## config.mk

```make
export PLATFORM = sky130hd
export DESIGN_NAME = pacc_top
export DESIGN_NICKNAME = d
export VERILOG_FILES = /design/src/core/pacc_pkg.sv /design/src/core/pacc_top.sv
export SDC_FILE = /design/constraint.sdc
export NUM_CORES = 1
export LEC_CHECK = 0
export BUFFER_PORTS_ARGS = -buffer_cell sky130_fd_sc_hd__buf_4
export CAP_MARGIN = 20
export CORE_UTILIZATION = 40
export CTS_CLUSTER_SIZE = 8
export DETAILED_ROUTE_END_ITERATION = 7
export PLACE_DENSITY_LB_ADDON = 0.08
export REMOVE_ABC_BUFFERS = 1
export SYNTH_ARGS = -nofsm -noshare
export SYNTH_HDL_FRONTEND = slang
export SYNTH_SLANG_ARGS = --single-unit
export TNS_END_PERCENT = 10
```

## constraint.sdc

```tcl
create_clock -name ref_clk_i -period 2.7 [get_ports ref_clk_i]
set_clock_uncertainty 0.15 [all_clocks]
set_input_delay 0.135 -clock ref_clk_i [delete_from_list [all_inputs] [get_ports ref_clk_i]]
set_output_delay 0.135 -clock ref_clk_i [all_outputs]
set_load 0.05 [all_outputs]
```

## src/core/pacc_pkg.sv

```systemverilog
// Package of constants and types for the pulse accumulator and periodic timer block.
package pacc_pkg;

  // ----------------------------------------------------------------
  // Register indices and address width
  // ----------------------------------------------------------------
  localparam logic [15:0] REG_IDX_ENABLE  = 16'h1024;
  localparam logic [15:0] REG_IDX_FLAGS   = 16'h1025;
  localparam logic [15:0] REG_IDX_CONTROL = 16'h1026;
  localparam logic [15:0] REG_IDX_COUNT   = 16'h1027;
  localparam int          ADR_W           = 16;

  // ----------------------------------------------------------------
  // Field positions
  // ----------------------------------------------------------------
  localparam int BIT_MAIN_OVF    = 7;
  localparam int BIT_PERIODIC    = 6;
  localparam int BIT_ACCUM_OVF   = 5;
  localparam int BIT_INPUT_EDGE  = 4;
  localparam int BIT_PORT7_DIR   = 7;
  localparam int BIT_ACCUM_EN    = 6;
  localparam int BIT_ACCUM_MODE  = 5;
  localparam int BIT_EDGE_CTRL   = 4;
  localparam int BIT_PORT3_DIR   = 3;
  localparam int BIT_CAP_CMP_SEL = 2;
  localparam int BIT_RATE_LO     = 0;

  // ----------------------------------------------------------------
  // Reset values
  // ----------------------------------------------------------------
  localparam logic [3:0] RST_ENABLE   = 4'h0;
  localparam logic [1:0] RST_PRESCALE = 2'h0;
  localparam logic [3:0] RST_FLAGS    = 4'h0;
  localparam logic [7:0] RST_CONTROL  = 8'h00;

  // ----------------------------------------------------------------
  // Timing counts
  // ----------------------------------------------------------------
  localparam int          RTI_BASE_EXP   = 13;
  localparam int          RTI_BASE_DIV   = 2 ** RTI_BASE_EXP;
  localparam logic [5:0]  GATE_DIV_LAST  = 6'h3F;
  localparam logic [6:0]  PRESCALE_LIMIT = 7'h40;

  // ----------------------------------------------------------------
  // State of the block
  // ----------------------------------------------------------------
  typedef struct packed {
    logic [3:0]              en;
    logic [1:0]              presc;
    logic                    presc_done;
    logic [6:0]              boot_cnt;
    logic [3:0]              flg;
    logic [7:0]              ctl;
    logic [RTI_BASE_EXP-1:0] rti_base;
    logic [2:0]              rti_rate;
    logic [5:0]              gate_div;
    logic [2:0]              sync;
    logic                    lvl;
    logic                    ack;
    logic [7:0]              rdat;
    logic                    irq;
  } pacc_state_type;

endpackage

```

## src/core/pacc_top.sv

```systemverilog
// Pulse accumulator, periodic timer and shared timer enable and flag registers.
// Contract
// - Main overflow flag with its enable set raises the interrupt request.
// - Periodic flag with its enable set requests an interrupt; enable gates only request.
// - Upper four enable bits gate the flags at the same bit positions.
// - Enable register bits 3 and 2 always read zero.
// - Flag register low four bits always read zero.
// - Flags clear only by writing one; written zeros change nothing.
// - Main overflow flag sets when the main free counter wraps to zero.
// - Periodic flag sets at each interval end; written bit 6 clears it.
// - Periodic timer runs from E over two to the thirteenth, then rate divider.
// - Eight-bit counter; mode zero counts events, mode one accumulates gated time.
// - Accumulator enable bit zero disables, one enables the accumulator.
// - Gated mode increments on free E over 64 tick while input active.
// - Edge control selects counted edge, or which input level inhibits counting.
// - Select bit zero enables fifth compare, one fourth capture, never both.
// - Pulse count readable and writable anytime; reset leaves it unchanged.
// - Increments and bus reads of the count fall in separate phases.
// - Count rolling from all ones to zero sets overflow flag; bit 5 clears.
// - Overflow enable never affects the flag; when set, the flag requests.
// - Rate codes 00 to 11 give intervals of E over 2^13 to 2^16.
// - Intervals run from previous timeout; first flag after one full interval.
// - Input edge flag sets on selected edge while accumulator enabled, bit 4 clears, enable gates request.
// - Prescale select takes one write only, within 64 cycles after reset; in special mode any write sets it.
`timescale 1ns/1ps
`default_nettype none

module pacc_top #(
  parameter int unsigned RTI_BASE_CYCLES = pacc_pkg::RTI_BASE_DIV
) (
  input  wire logic                      ref_clk_i,
  input  wire logic                      arst_n_i,
  input  wire logic                      clk_en_i,
  input  wire logic                      special_mode_i,
  input  wire logic                      main_overflow_i,
  input  wire logic                      pulse_input_i,
  input  wire logic                      wb_cyc_i,
  input  wire logic                      wb_stb_i,
  input  wire logic                      wb_we_i,
  input  wire logic [pacc_pkg::ADR_W-1:0] wb_adr_i,
  input  wire logic [3:0]                wb_sel_i,
  input  wire logic [31:0]               wb_dat_i,
  output logic      [31:0]               wb_dat_o,
  output logic                           wb_ack_o,
  output logic                           timer_irq_o,
  output logic      [1:0]                prescale_select_o,
  output logic                           capture_compare_select_o,
  output logic                           port_bit7_direction_o,
  output logic                           port_bit3_direction_o
);
  import pacc_pkg::*;

  // ----------------------------------------------------------------
  // State and working signals
  // ----------------------------------------------------------------
  pacc_state_type          q;
  pacc_state_type          d;
  logic [7:0]              count_q;
  logic [7:0]              count_d;
  logic                    req;
  logic                    wr;
  logic                    wr_enable;
  logic                    wr_flags;
  logic                    wr_control;
  logic                    wr_count;
  logic                    stable_chg;
  logic                    sel_edge;
  logic                    gate_tick;
  logic                    active;
  logic                    inc;
  logic                    base_tick;
  logic [2:0]              rate_mask;
  logic                    rti_timeout;
  logic                    presc_open;
  logic [3:0]              flag_clr;
  logic [3:0]              flag_set;
  logic [7:0]              wdat;

  localparam logic [RTI_BASE_EXP-1:0] RTI_BASE_LAST = RTI_BASE_EXP'(RTI_BASE_CYCLES - 1);

  // ----------------------------------------------------------------
  // Address decode
  // ----------------------------------------------------------------
  function automatic logic hit(input logic [ADR_W-1:0] adr, input logic [15:0] idx);
    hit = (adr == {idx[ADR_W-3:0], 2'b00});
  endfunction

  // ----------------------------------------------------------------
  // Next state
  // ----------------------------------------------------------------
  always_comb begin
    d           = q;
    count_d     = count_q;
    wdat        = wb_dat_i[7:0];
    req         = wb_cyc_i & wb_stb_i & ~q.ack;
    wr          = req & wb_we_i & wb_sel_i[0];
    wr_enable   = wr & hit(wb_adr_i, REG_IDX_ENABLE);
    wr_flags    = wr & hit(wb_adr_i, REG_IDX_FLAGS);
    wr_control  = wr & hit(wb_adr_i, REG_IDX_CONTROL);
    wr_count    = wr & hit(wb_adr_i, REG_IDX_COUNT);
    // The input counts as changed only once the second and third stages agree.
    stable_chg  = (q.sync[1] == q.sync[2]) && (q.sync[2] != q.lvl);
    sel_edge    = stable_chg && (q.sync[2] == q.ctl[BIT_EDGE_CTRL]);
    gate_tick   = (q.gate_div == GATE_DIV_LAST);
    active      = (q.lvl != q.ctl[BIT_EDGE_CTRL]);
    inc         = q.ctl[BIT_ACCUM_EN] &&
                  (q.ctl[BIT_ACCUM_MODE] ? (gate_tick && active) : sel_edge);
    base_tick   = (q.rti_base == RTI_BASE_LAST);
    rate_mask   = (3'h1 << q.ctl[BIT_RATE_LO +: 2]) - 3'h1;
    rti_timeout = base_tick && ((q.rti_rate & rate_mask) == rate_mask);
    presc_open  = special_mode_i || (!q.presc_done && (q.boot_cnt < PRESCALE_LIMIT));
    flag_clr    = wr_flags ? wdat[7:4] : 4'h0;
    flag_set    = {main_overflow_i, rti_timeout, inc && (count_q == 8'hFF),
                   sel_edge && q.ctl[BIT_ACCUM_EN]};
    if (clk_en_i) begin
      d.sync     = {q.sync[1:0], pulse_input_i};
      if (q.sync[1] == q.sync[2]) begin
        d.lvl = q.sync[2];
      end
      d.gate_div = q.gate_div + 6'h01;
      // The periodic chain never stops, so each interval runs from the last timeout.
      d.rti_base = base_tick ? '0 : q.rti_base + RTI_BASE_EXP'(1);
      if (base_tick) begin
        d.rti_rate = q.rti_rate + 3'h1;
      end
      if (q.boot_cnt < PRESCALE_LIMIT) begin
        d.boot_cnt = q.boot_cnt + 7'h01;
      end
      // A set arriving with its clear wins, so no event is lost.
      d.flg = (q.flg & ~flag_clr) | flag_set;
      if (wr_enable) begin
        d.en = wdat[7:4];
        if (presc_open) begin
          d.presc      = wdat[1:0];
          d.presc_done = 1'b1;
        end
      end
      if (wr_control) begin
        d.ctl = wdat;
      end
      // Increments land on the clock edge and reads capture the settled value from before it.
      if (wr_count) begin
        count_d = wdat;
      end else if (inc) begin
        count_d = count_q + 8'h01;
      end
      d.ack  = req;
      d.rdat = 8'h00;
      if (hit(wb_adr_i, REG_IDX_ENABLE)) begin
        d.rdat = {q.en, 2'b00, q.presc};
      end else if (hit(wb_adr_i, REG_IDX_FLAGS)) begin
        d.rdat = {q.flg, 4'h0};
      end else if (hit(wb_adr_i, REG_IDX_CONTROL)) begin
        d.rdat = q.ctl;
      end else if (hit(wb_adr_i, REG_IDX_COUNT)) begin
        d.rdat = count_q;
      end
      d.irq = |(d.flg & d.en);
    end
  end

  // ----------------------------------------------------------------
  // Registers
  // ----------------------------------------------------------------
  always_ff @(posedge ref_clk_i or negedge arst_n_i) begin
    if (!arst_n_i) begin
      q            <= '0;
      q.en         <= RST_ENABLE;
      q.presc      <= RST_PRESCALE;
      q.flg        <= RST_FLAGS;
      q.ctl        <= RST_CONTROL;
    end else begin
      q <= d;
    end
  end

  // The count keeps its value through reset, so it lives outside the reset domain.
  always_ff @(posedge ref_clk_i) begin
    count_q <= count_d;
  end

  // ----------------------------------------------------------------
  // Outputs
  // ----------------------------------------------------------------
  assign wb_dat_o                 = {24'h000000, q.rdat};
  assign wb_ack_o                 = q.ack;
  assign timer_irq_o              = q.irq;
  assign prescale_select_o        = q.presc;
  assign capture_compare_select_o = q.ctl[BIT_CAP_CMP_SEL];
  assign port_bit7_direction_o    = q.ctl[BIT_PORT7_DIR];
  assign port_bit3_direction_o    = q.ctl[BIT_PORT3_DIR];

endmodule

`default_nettype wire

```

==> impl_metrics.py, run 1 <==
metrics = {
    "placed_design": {
        "numPortBuffers": 48,
        "dpl.hpwl_um": 5360,
        "place_congestion": 0.709,
        "post-place-ws_ns": 0.456,
    },
    "critical_path": {
        "path_cells": "and3b_1 -> and4b_1 -> and2_1 -> nand4_1 -> a22o_1 -> dlygate4sd3_1",
        "crit_fanout": 4,
        "critPathKind": "reg2reg",
        "max_stage_delay_ns": 0.55,
        "cp.arrival_ns": 2.37,
        "slowest_stage": "dlygate4sd3_1",
        "end_kind": "flop",
        "crit_required_ns": 2.78,
        "start_kind": "flop",
        "crit_buf_inv": 1,
        "crit_family": "simple AND/OR/NAND/NOR gates",
    },
    "pwr": {
        "p_leak_nw": 2.09,
        "ir_drop_mv": 0.385,
        "pwr_density_cell_mw_per_mm2": 609,
    },
    "route": {
        "via_count": 2594,
        "vias_per_cell": 5.00,
        "ant_nets": 0,
        "dr.first_iter.drc_count": 114,
        "drt-total-wl_um": 7790,
        "drc": 0,
        "drt-wirelength-per-cell_um": 15.0,
        "dr.pass1.iters": 4,
    },
    "cts": {
        "clk_latency_ns": 0.34,
        "post_cts_buffers": 0,
        "cts_resized": 0,
        "clock_sinks": 70,
        "clk_pin_slew_ns": 0.08,
        "tritoncts": "yes",
        "cts-root-buf": "clkbuf_8",
        "cts_buffer_depth": 2,
        "cts_buffers": 9,
        "htree_num_levels": 3,
    },
    "sta": {
        "slew_headroom_pct": 47.0,
        "finalHoldViolCount": 0,
        "fmax_mhz": 438,
        "min_period_ns": 2.29,
        "hold_ws_ns": 0.0539,
        "slew_violations": 0,
        "fin_setup_tns_ns": 0,
        "finalSetupViolations": 0,
        "grt_setup_unrepaired": "no",
        "fin_crit_sh_pct": 84.6,
        "tightest_slew_ns": 0.795,
        "finalWorstSetupSlack_ns": 0.415,
    },
    "synth": {
        "syn_area_sq_mm": 0.00379,
        "synthTopCellsByCount": "dfrtp_1, buf_4, nor2_1, nand3_1",
        "yosysTopAreaCellShare_pct": 41.0,
        "yosysTopAreaCell": "dfrtp_1",
        "ys_ff_latch": 70,
        "synth_cells": 347,
        "yosysSeqAreaShare_pct": 47.3,
        "synth_area_per_cell_sq_um": 10.9,
        "yosysMostFrequentCell": "dfrtp_1",
        "synth_edf_count": 8,
        "synthArstFlopShare_pct": 88.6,
        "synthFlopType": "dfrtp_1",
        "yosys-top-cells-area": "dfrtp_1, buf_4, edfxtp_1",
        "synth_warnings": 0,
        "synth_cell_type_count": 56,
    },
    "grt": {
        "grt_max_degree": 63,
        "grt.met1_usage_pct": 23.8,
        "grt_pass1_vias": 2678,
        "grtUsageMet2_pct": 26.8,
        "grt_busiest_layer": "met2",
        "grtUsageMet3_pct": 3.65,
        "grt.overflow.total": 0,
        "grt.total_usage_pct": 17.6,
        "antenna_found_initial": 0,
        "grt_pass1_wl_um": 13300,
    },
    "floorplanning": {
        "dieArea_sq_mm": 0.00986,
        "core_sq_mm": 0.00920,
        "ioPinCount": 100,
        "initial_core_util_pct": 41.2,
        "fp-row-count": 35,
        "fp.dieH_um": 99.3,
        "fp.dieW_um": 99.3,
    },
    "hold_path": {
        "hp-class": "in2reg",
    },
    "flow_run": {
        "drv_cap": 0,
    },
    "layout": {
        "final_layout_size_suffix_gt1_share_pct": 25.7,
        "area_delta_synth_final_pct": 17.6,
        "fin_nets": 469,
        "diodes": 0,
        "nFillCells": 854,
    },
    "outcome": {
        "status": "finished clean",
    },
}
layer usage:
layer | vias to the layer above | wire length, um
met2 | 67 | 3630
met1 | 1244 | 3720
met4 | 0 | 152
li1 | 1270 | -
met3 | 13 | 299
met5 | - | 0
stage by stage:
step	instances	cell area [sq um]	power (mW)	util, %
CTS	519	4450	2.75	48.4
finish	519	4450	2.71	48.4
floorplan	324	3560	1.68	-
detailed placement	489	4110	1.84	44.7
global placement	489	4110	1.82	44.7
global route	519	4450	2.88	48.4
repair_timing:
item	CTS	global route
hold buffers	14	0
hold endpoints to repair	85	0
setup endpoints to repair	0	0
worst paths after layout:
path	from	to	slack, ns	depth (start not counted)
min	wb_adr_i[3]	wb_dat_o[2]	0.05	3
min reg2reg	q[19]	q[19]	0.32	1
min in group asynchronous	arst_n_i	q[14]	0.27	2
max in group asynchronous	arst_n_i	wb_dat_o[0]	1.61	2
max	wb_ack_o	q[47]	0.41	6
max reg2reg	wb_ack_o	q[47]	0.41	6
sequential cells by signal, indices dropped and copies added, names as in the netlist:
signal,count
capture_compare_select_o,1
port_bit7_direction_o,1
q,47
wb_ack_o,1
timer_irq_o,1
count_q,8
prescale_select_o,2
wb_dat_o,8
port_bit3_direction_o,1
cell type report:
class	count	area [sq um]	area share, %
clock buffer	11	151	3.40
clock inverter	5	55.1	1.24
inverter	15	56.3	1.26
multi-input combinational	239	1720	38.5
sequential	70	1790	40.2
tap	111	139	3.12
timing repair buffer	68	546	12.2
cells by family (layout without fill, tap and decap cells):
logic type	after synthesis	in the layout	share of synthesized area, %
buffers and inverters	61	99	9.68
flip-flops	70	70	47.3
adder cells (fa/ha/maj)	5	5	1.65
multiplexers	31	31	11.2
AND/OR/NAND/NOR	104	104	15.0
XOR/XNOR	30	30	6.94
AO/OA/AOI/OAI	45	45	8.13
other	1	24	0.0990
placed cells by master, fill, tap and decap left out, drive strengths merged, types with 3 or more instances in the layout:
master | netlist | final
a21oi | 9 | 9
and2 | 3 | 3
and3 | 5 | 5
and4 | 3 | 3
buf | 43 | 54
clkbuf | 3 | 11
conb | 1 | 24
dfrtp | 62 | 62
dlygate4sd3 | 0 | 14
edfxtp | 8 | 8
ha | 5 | 5
inv | 15 | 17
mux2 | 22 | 22
mux2i | 5 | 5
mux4 | 4 | 4
nand2 | 16 | 16
nand3 | 22 | 22
nand4 | 11 | 11
nor2 | 30 | 30
o21ai | 16 | 16
o21bai | 3 | 3
xnor2 | 16 | 16
xor2 | 14 | 14
worst reg2reg max path: cells and delay by family (launching register included):
kind	cells	cell delay, ns
buffers and inverters	1	0.55
DFF	1	0.40
AOI/OAI and AO/OA	1	0.19
and+or+nand+nor	4	0.88
where the power goes:
group,internal [mW],switching [mW],leakage (nW),total (mW)
Combinational,0.214,0.249,1.11,0.463
Sequential,1.21,0.150,0.873,1.36
Clock,0.477,0.409,0.106,0.885
No activity file was read; power rests on OpenSTA's default activity.
==> run 2, diff against run 1 <==
--- a/config.mk
+++ b/config.mk
@@ -5,6 +5,7 @@
 export SDC_FILE = /design/constraint.sdc
 export NUM_CORES = 1
 export LEC_CHECK = 0
+export ABC_AREA = 1
 export BUFFER_PORTS_ARGS = -buffer_cell sky130_fd_sc_hd__buf_4
 export CAP_MARGIN = 20
 export CORE_UTILIZATION = 40
==> constraint.sdc (replaced) <==
create_clock -name ref_clk_i -period 2.2 [get_ports ref_clk_i]
set_clock_uncertainty 0.15 [all_clocks]
set_input_delay 0.11 -clock ref_clk_i [delete_from_list [all_inputs] [get_ports ref_clk_i]]
set_output_delay 0.11 -clock ref_clk_i [all_outputs]
set_load 0.05 [all_outputs]
==> impl_metrics.py, run 2 <==
metrics = {
    "outcome": {
        "status": "finished clean",
    },
    "layout": {
        "final_cell_mix": "nand2_1, dfrtp_1, buf_4, inv_1, nor2_1",
        "diodes": 0,
        "largest_reg_flops": 47,
        "top_register": "q",
        "finalNonFillerCells": 663,
        "final_layout_size_suffix_gt1_share_pct": 17.6,
        "area_delta_synth_final_pct": 17.5,
        "mostFrequentLayoutCell": "nand2_1",
        "fin_nets": 595,
        "utilization_pct": 49.4,
    },
    "route": {
        "dr.pass1.iters": 4,
        "drt-wirelength-per-cell_um": 12.6,
        "drc": 0,
        "via_count": 3090,
        "dr.first_iter.drc_count": 143,
        "drt-total-wl_um": 8330,
        "ant_nets": 0,
        "vias_per_cell": 4.66,
    },
    "synth": {
        "synth_cell_type_count": 43,
        "yosysTopAreaCell": "dfrtp_1",
        "syn_area_sq_mm": 0.00396,
        "synthFlopType": "dfrtp_1",
        "synth_area_per_cell_sq_um": 8.40,
        "ys_ff_latch": 70,
        "synth_warnings": 0,
        "synthTopCellsByCount": "nand2_1, dfrtp_1, inv_1, buf_4, nor2_1",
        "synth_edf_count": 8,
        "yosysTopAreaCellShare_pct": 39.2,
        "yosysMostFrequentCell": "nand2_1",
        "synth_cells": 471,
        "synthArstFlopShare_pct": 88.6,
        "yosys-top-cells-area": "dfrtp_1, nand2_1, buf_4",
        "yosysSeqAreaShare_pct": 45.3,
    },
    "critical_path": {
        "cp.arrival_ns": 2.05,
        "r2r_end": "q[21]",
        "start_kind": "flop",
        "crit_required_ns": 2.27,
        "worst-r2r-setup-slack_ns": 0.22,
        "r2r-start": "q[23]",
        "crit_end": "q[21]",
        "critPathKind": "reg2reg",
        "end_kind": "flop",
        "r2r_cells": 8,
        "cp-startpoint": "q[23]",
        "crit_fanout": 6,
    },
    "sta": {
        "finalSetupViolations": 0,
        "finalHoldViolCount": 0,
        "fmax_mhz": 505,
        "fin_setup_tns_ns": 0,
        "slew_violations": 0,
        "tightest_slew_ns": 0.803,
        "min_period_ns": 1.98,
        "slew_headroom_pct": 46.5,
        "grt_setup_unrepaired": "no",
        "fin_crit_sh_pct": 90.1,
    },
    "hold_path": {
        "hp-start": "special_mode_i",
        "hp-class": "in2reg",
        "holdPathStages": 3,
    },
    "grt": {
        "grt.total_usage_pct": 17.6,
        "grt_pass1_vias": 2996,
        "grt.overflow.total": 0,
        "grt_pass1_wl_um": 14000,
        "grt_max_degree": 63,
        "antenna_found_initial": 0,
    },
    "cts": {
        "htree_num_levels": 3,
        "clock_sinks": 70,
        "clk_pin_slew_ns": 0.08,
        "cts_buffer_depth": 2,
        "cts_buffers": 9,
        "cts-root-buf": "clkbuf_8",
        "tritoncts": "yes",
        "clk_latency_ns": 0.34,
    },
    "floorplanning": {
        "initial_core_util_pct": 42.0,
        "fp.dieW_um": 101,
        "core_sq_mm": 0.00942,
        "fp-row-count": 35,
        "ioPinCount": 100,
        "fp.dieH_um": 101,
        "dieArea_sq_mm": 0.0103,
    },
    "pwr": {
        "ir_drop_mv": 0.420,
        "p_leak_nw": 2.26,
        "power.total_mw": 3.56,
        "pwr_density_cell_mw_per_mm2": 766,
    },
    "placed_design": {
        "numPortBuffers": 48,
        "dp_cells": 634,
        "dpl.hpwl_um": 6000,
        "place_congestion": 0.778,
    },
    "flow_run": {
        "drv_cap": 0,
    },
}
## run 2: cell count changes after synthesis, moves of 6 or more
cell,change
inv_1,+37
mux2_2,-11
mux2_4,-10
nand2_1,+84
nand2_2,+6
nor2_4,+7
nor3_1,+6
o21ai_0,+6
o21ai_1,+19
xnor2_1,-10
## run 2: logic make-up after synthesis
| logic type | count (synthesis) | synth area share [%] |
|---|---|---|
| simple gates | 201 | 24.4 |
| buf+inv | 98 | 13.0 |
| compound gates | 70 | 9.71 |
| flops | 70 | 45.3 |
| xor+xnor | 22 | 4.87 |
| fa+ha+maj | 5 | 1.58 |
| mux | 4 | 1.08 |
| other cells | 1 | 0.0948 |
## run 2: where the power goes
part,internal [mW],switching [mW]
clock,0.637,0.506
combinational,0.283,0.433
sequential,1.52,0.181
## run 2: layer usage
metal  part of all wire [%]  wire length [um]  up-vias  global-route usage [%]
met5                      0                 0        -                       0
met2                     48              4020       62                    30.3
met1                     47              3950     1428                    22.6
met4                   0.83                69        0                    5.69
met3                    3.4               285        7                    2.90
li1                       -                 -     1593                       -
## run 2: worst min path at each step
stage	endpoint
after floorplan	capture_compare_select_o
after detailed placement	timer_irq_o
after global placement	timer_irq_o
final	q[55]
after CTS	q[55]
after global routing	q[55]
## run 2: repair_timing
item                                   CTS  global route
setup buffers                            0             0
hold buffers                            13             0
endpoints found under the hold margin   84             0
gates resized for setup                  0             0
## run 2: worst max-delay path: stages (launching register included)
cell and delay [ns]:
dfrtp_1 0.39, ha_1 0.19, nand2_1 0.14, nor3_4 0.21, nand2_2 0.10, nor2_4 0.12
nand2_4 0.09, nor2_8 0.14, mux2_1 0.33
## run 2: final cells by class
| type | count | area, sq um |
|---|---|---|
| well taps | 129 | 161 |
| clock buffers | 10 | 128 |
| multi-input cells | 326 | 1740 |
| repair buffers | 67 | 536 |
| flip-flops and latches | 70 | 1790 |
| fillers | 918 | 4770 |
| inverters | 55 | 209 |
| clock inverters | 6 | 86.3 |
## run 2: stage by stage
stage          area, sq um  hold WS, ns  setup slack, ns
2_1_floorplan         3740       -0.336           0.0862
3_3_place_gp          4310        0.114            0.266
3_5_place_dp          4310        0.110            0.245
4_1_cts               4650      0.00569            0.199
5_1_grt               4650       0.0128           0.0960
6_report              4650       0.0202            0.219
==> run 3, diff against run 2 <==
--- a/config.mk
+++ b/config.mk
@@ -6,11 +6,12 @@
 export NUM_CORES = 1
 export LEC_CHECK = 0
 export ABC_AREA = 1
-export BUFFER_PORTS_ARGS = -buffer_cell sky130_fd_sc_hd__buf_4
 export CAP_MARGIN = 20
 export CORE_UTILIZATION = 40
 export CTS_CLUSTER_SIZE = 8
 export DETAILED_ROUTE_END_ITERATION = 7
+export DONT_BUFFER_PORTS = 1
+export GPL_TIMING_DRIVEN = 0
 export PLACE_DENSITY_LB_ADDON = 0.08
 export REMOVE_ABC_BUFFERS = 1
 export SYNTH_ARGS = -nofsm -noshare
==> impl_metrics.py, run 3 (synthesis results as in run 2) <==
metrics = {
    "grt": {
        "grt_pass1_wl_um": 14200,
        "grt_pass1_vias": 2838,
        "grt.overflow.total": 0,
        "grt_max_degree": 63,
        "antenna_found_initial": 0,
        "grt.total_usage_pct": 18.4,
    },
    "critical_path": {
        "r2r-start": "q[23]",
        "slowest_stage": "dfrtp_1",
        "r2r_end": "q[21]",
        "path_cells": "ha_1 -> nand2_1 -> nor3_4 -> nand2_2 -> nor2_4 -> nand2_4 -> nor2_8 -> mux2_1",
        "max_stage_delay_ns": 0.40,
        "critPathKind": "reg2reg",
        "crit_buf_inv": 0,
        "crit_family": "simple AND/OR/NAND/NOR gates",
        "end_kind": "flop",
        "r2r_cells": 8,
        "start_kind": "flop",
        "cp.arrival_ns": 2.07,
        "crit_fanout": 6,
        "crit_required_ns": 2.27,
        "worst-r2r-setup-slack_ns": 0.20,
    },
    "route": {
        "drc": 0,
        "drt-wirelength-per-cell_um": 13.8,
        "dr.first_iter.drc_count": 110,
        "ant_nets": 0,
        "vias_per_cell": 4.83,
        "dr.pass1.iters": 4,
        "via_count": 3041,
        "drt-total-wl_um": 8710,
    },
    "layout": {
        "top_register": "q",
        "final_layout_size_suffix_gt1_share_pct": 8.38,
        "area_delta_synth_final_pct": 12.8,
        "mostFrequentLayoutCell": "nand2_1",
        "final_cell_mix": "nand2_1, dfrtp_1, inv_1, nor2_1, dlygate4sd3_1",
        "largest_reg_flops": 47,
        "fin_nets": 562,
        "diodes": 0,
    },
    "sta": {
        "slew_violations": 0,
        "fin_setup_tns_ns": 0,
        "tightest_slew_ns": 0.669,
        "finalSetupViolations": 0,
        "finalHoldViolCount": 0,
        "fmax_mhz": 501,
        "slew_headroom_pct": 55.2,
        "grt_setup_unrepaired": "no",
        "fin_crit_sh_pct": 90.8,
        "min_period_ns": 2.00,
    },
    "pwr": {
        "combPwrFrac_pct": 21.3,
        "power.total_mw": 3.46,
        "seq_power_share_pct": 49.9,
        "ir_drop_mv": 0.343,
        "clkPwrFrac_pct": 28.8,
        "switching_power_mw": 1.09,
        "swShare_pct": 31.6,
        "pwr_density_cell_mw_per_mm2": 775,
        "p_leak_nw": 2.08,
        "internal-power_mw": 2.36,
    },
    "floorplanning": {
        "fp.dieW_um": 101,
        "ioPinCount": 100,
        "fp.dieH_um": 101,
        "core_sq_mm": 0.00942,
        "initial_core_util_pct": 42.0,
        "fp-row-count": 35,
        "dieArea_sq_mm": 0.0103,
    },
    "cts": {
        "htree_num_levels": 3,
        "clk_pin_slew_ns": 0.07,
        "cts_buffers": 9,
        "clock_sinks": 70,
        "clk_latency_ns": 0.34,
        "cts_buffer_depth": 2,
        "cts-root-buf": "clkbuf_8",
        "tritoncts": "yes",
    },
    "placed_design": {
        "numPortBuffers": 0,
        "place_congestion": 0.781,
        "dpl.hpwl_um": 5740,
    },
    "hold_path": {
        "hp-start": "clk_en_i",
        "hp-class": "in2reg",
        "holdPathEnd": "q[10]",
        "holdPathStages": 3,
    },
    "flow_run": {
        "drv_cap": 0,
    },
    "outcome": {
        "status": "finished clean",
    },
}
run 3: through the flow:
step | std cells | setup WS [ns] | util [%] | area [sq um] | hold slack (ns)
after floorplan | 451 | 0.0862 | - | 3740 | -0.336
after global placement | 580 | -0.295 | 41.4 | 3900 | -0.334
after detailed placement | 580 | -0.321 | 41.4 | 3900 | -0.334
after CTS | 628 | 0.0485 | 47.1 | 4430 | 0.00131
after global routing | 630 | 0.0478 | 47.4 | 4460 | 0.0397
final | 630 | 0.203 | 47.4 | 4460 | 0.0247
run 3: how the worst max path moves through the flow:
stage	from	endpoint	slack (ns)	cells past startpoint
floorplan	wb_ack_o	count_q[0]	0.09	5
global placement	wb_ack_o	count_q[3]	-0.30	5
detailed placement	wb_ack_o	count_q[2]	-0.32	5
CTS	q[14]	q[15]	0.05	5
global route	q[23]	q[21]	0.05	8
finish	q[23]	q[21]	0.20	8
run 3: per-layer routing:
layer  track usage, %  wire length, um
met1             24.1             4170
met5                0                0
met3             4.07              273
met2             30.0             4150
met4             6.69              115
run 3: power by group through the flow:
| stage | Sequential (mW) | Combinational (mW) | Clock (mW) |
|---|---|---|---|
| 6_report | 1.73 | 0.736 | 0.994 |
| 5_1_grt | 1.76 | 0.831 | 1.09 |
| 4_1_cts | 1.73 | 0.732 | 1.05 |
| 3_3_place_gp | 1.75 | 0.561 | 0 |
| 2_1_floorplan | 1.72 | 0.504 | 0 |
| 3_5_place_dp | 1.75 | 0.574 | 0 |
run 3: tightest hold or removal path, cell delays in order:
cell	delay, ns
inv_4	0.08
o21ai_0	0.19
o31ai_1	0.07
run 3: layout make-up:
cell class | count | area (sq um)
Inverter | 55 | 209
Clock buffer | 11 | 131
Timing Repair Buffer | 34 | 368
Sequential cell | 70 | 1790
Fill cell | 977 | 4950
Clock inverter | 5 | 50.0
Multi-Input combinational cell | 326 | 1750
Tap cell | 129 | 161
run 3: what timing repair did:
item                                    in CTS  in global routing
hold buffers                                32                  0
hold endpoints to repair                   111                  0
pin swaps                                    0                  2
buffers inserted                             0                  2
resized for setup                            2                  2
endpoints found under the setup margin       8                 20
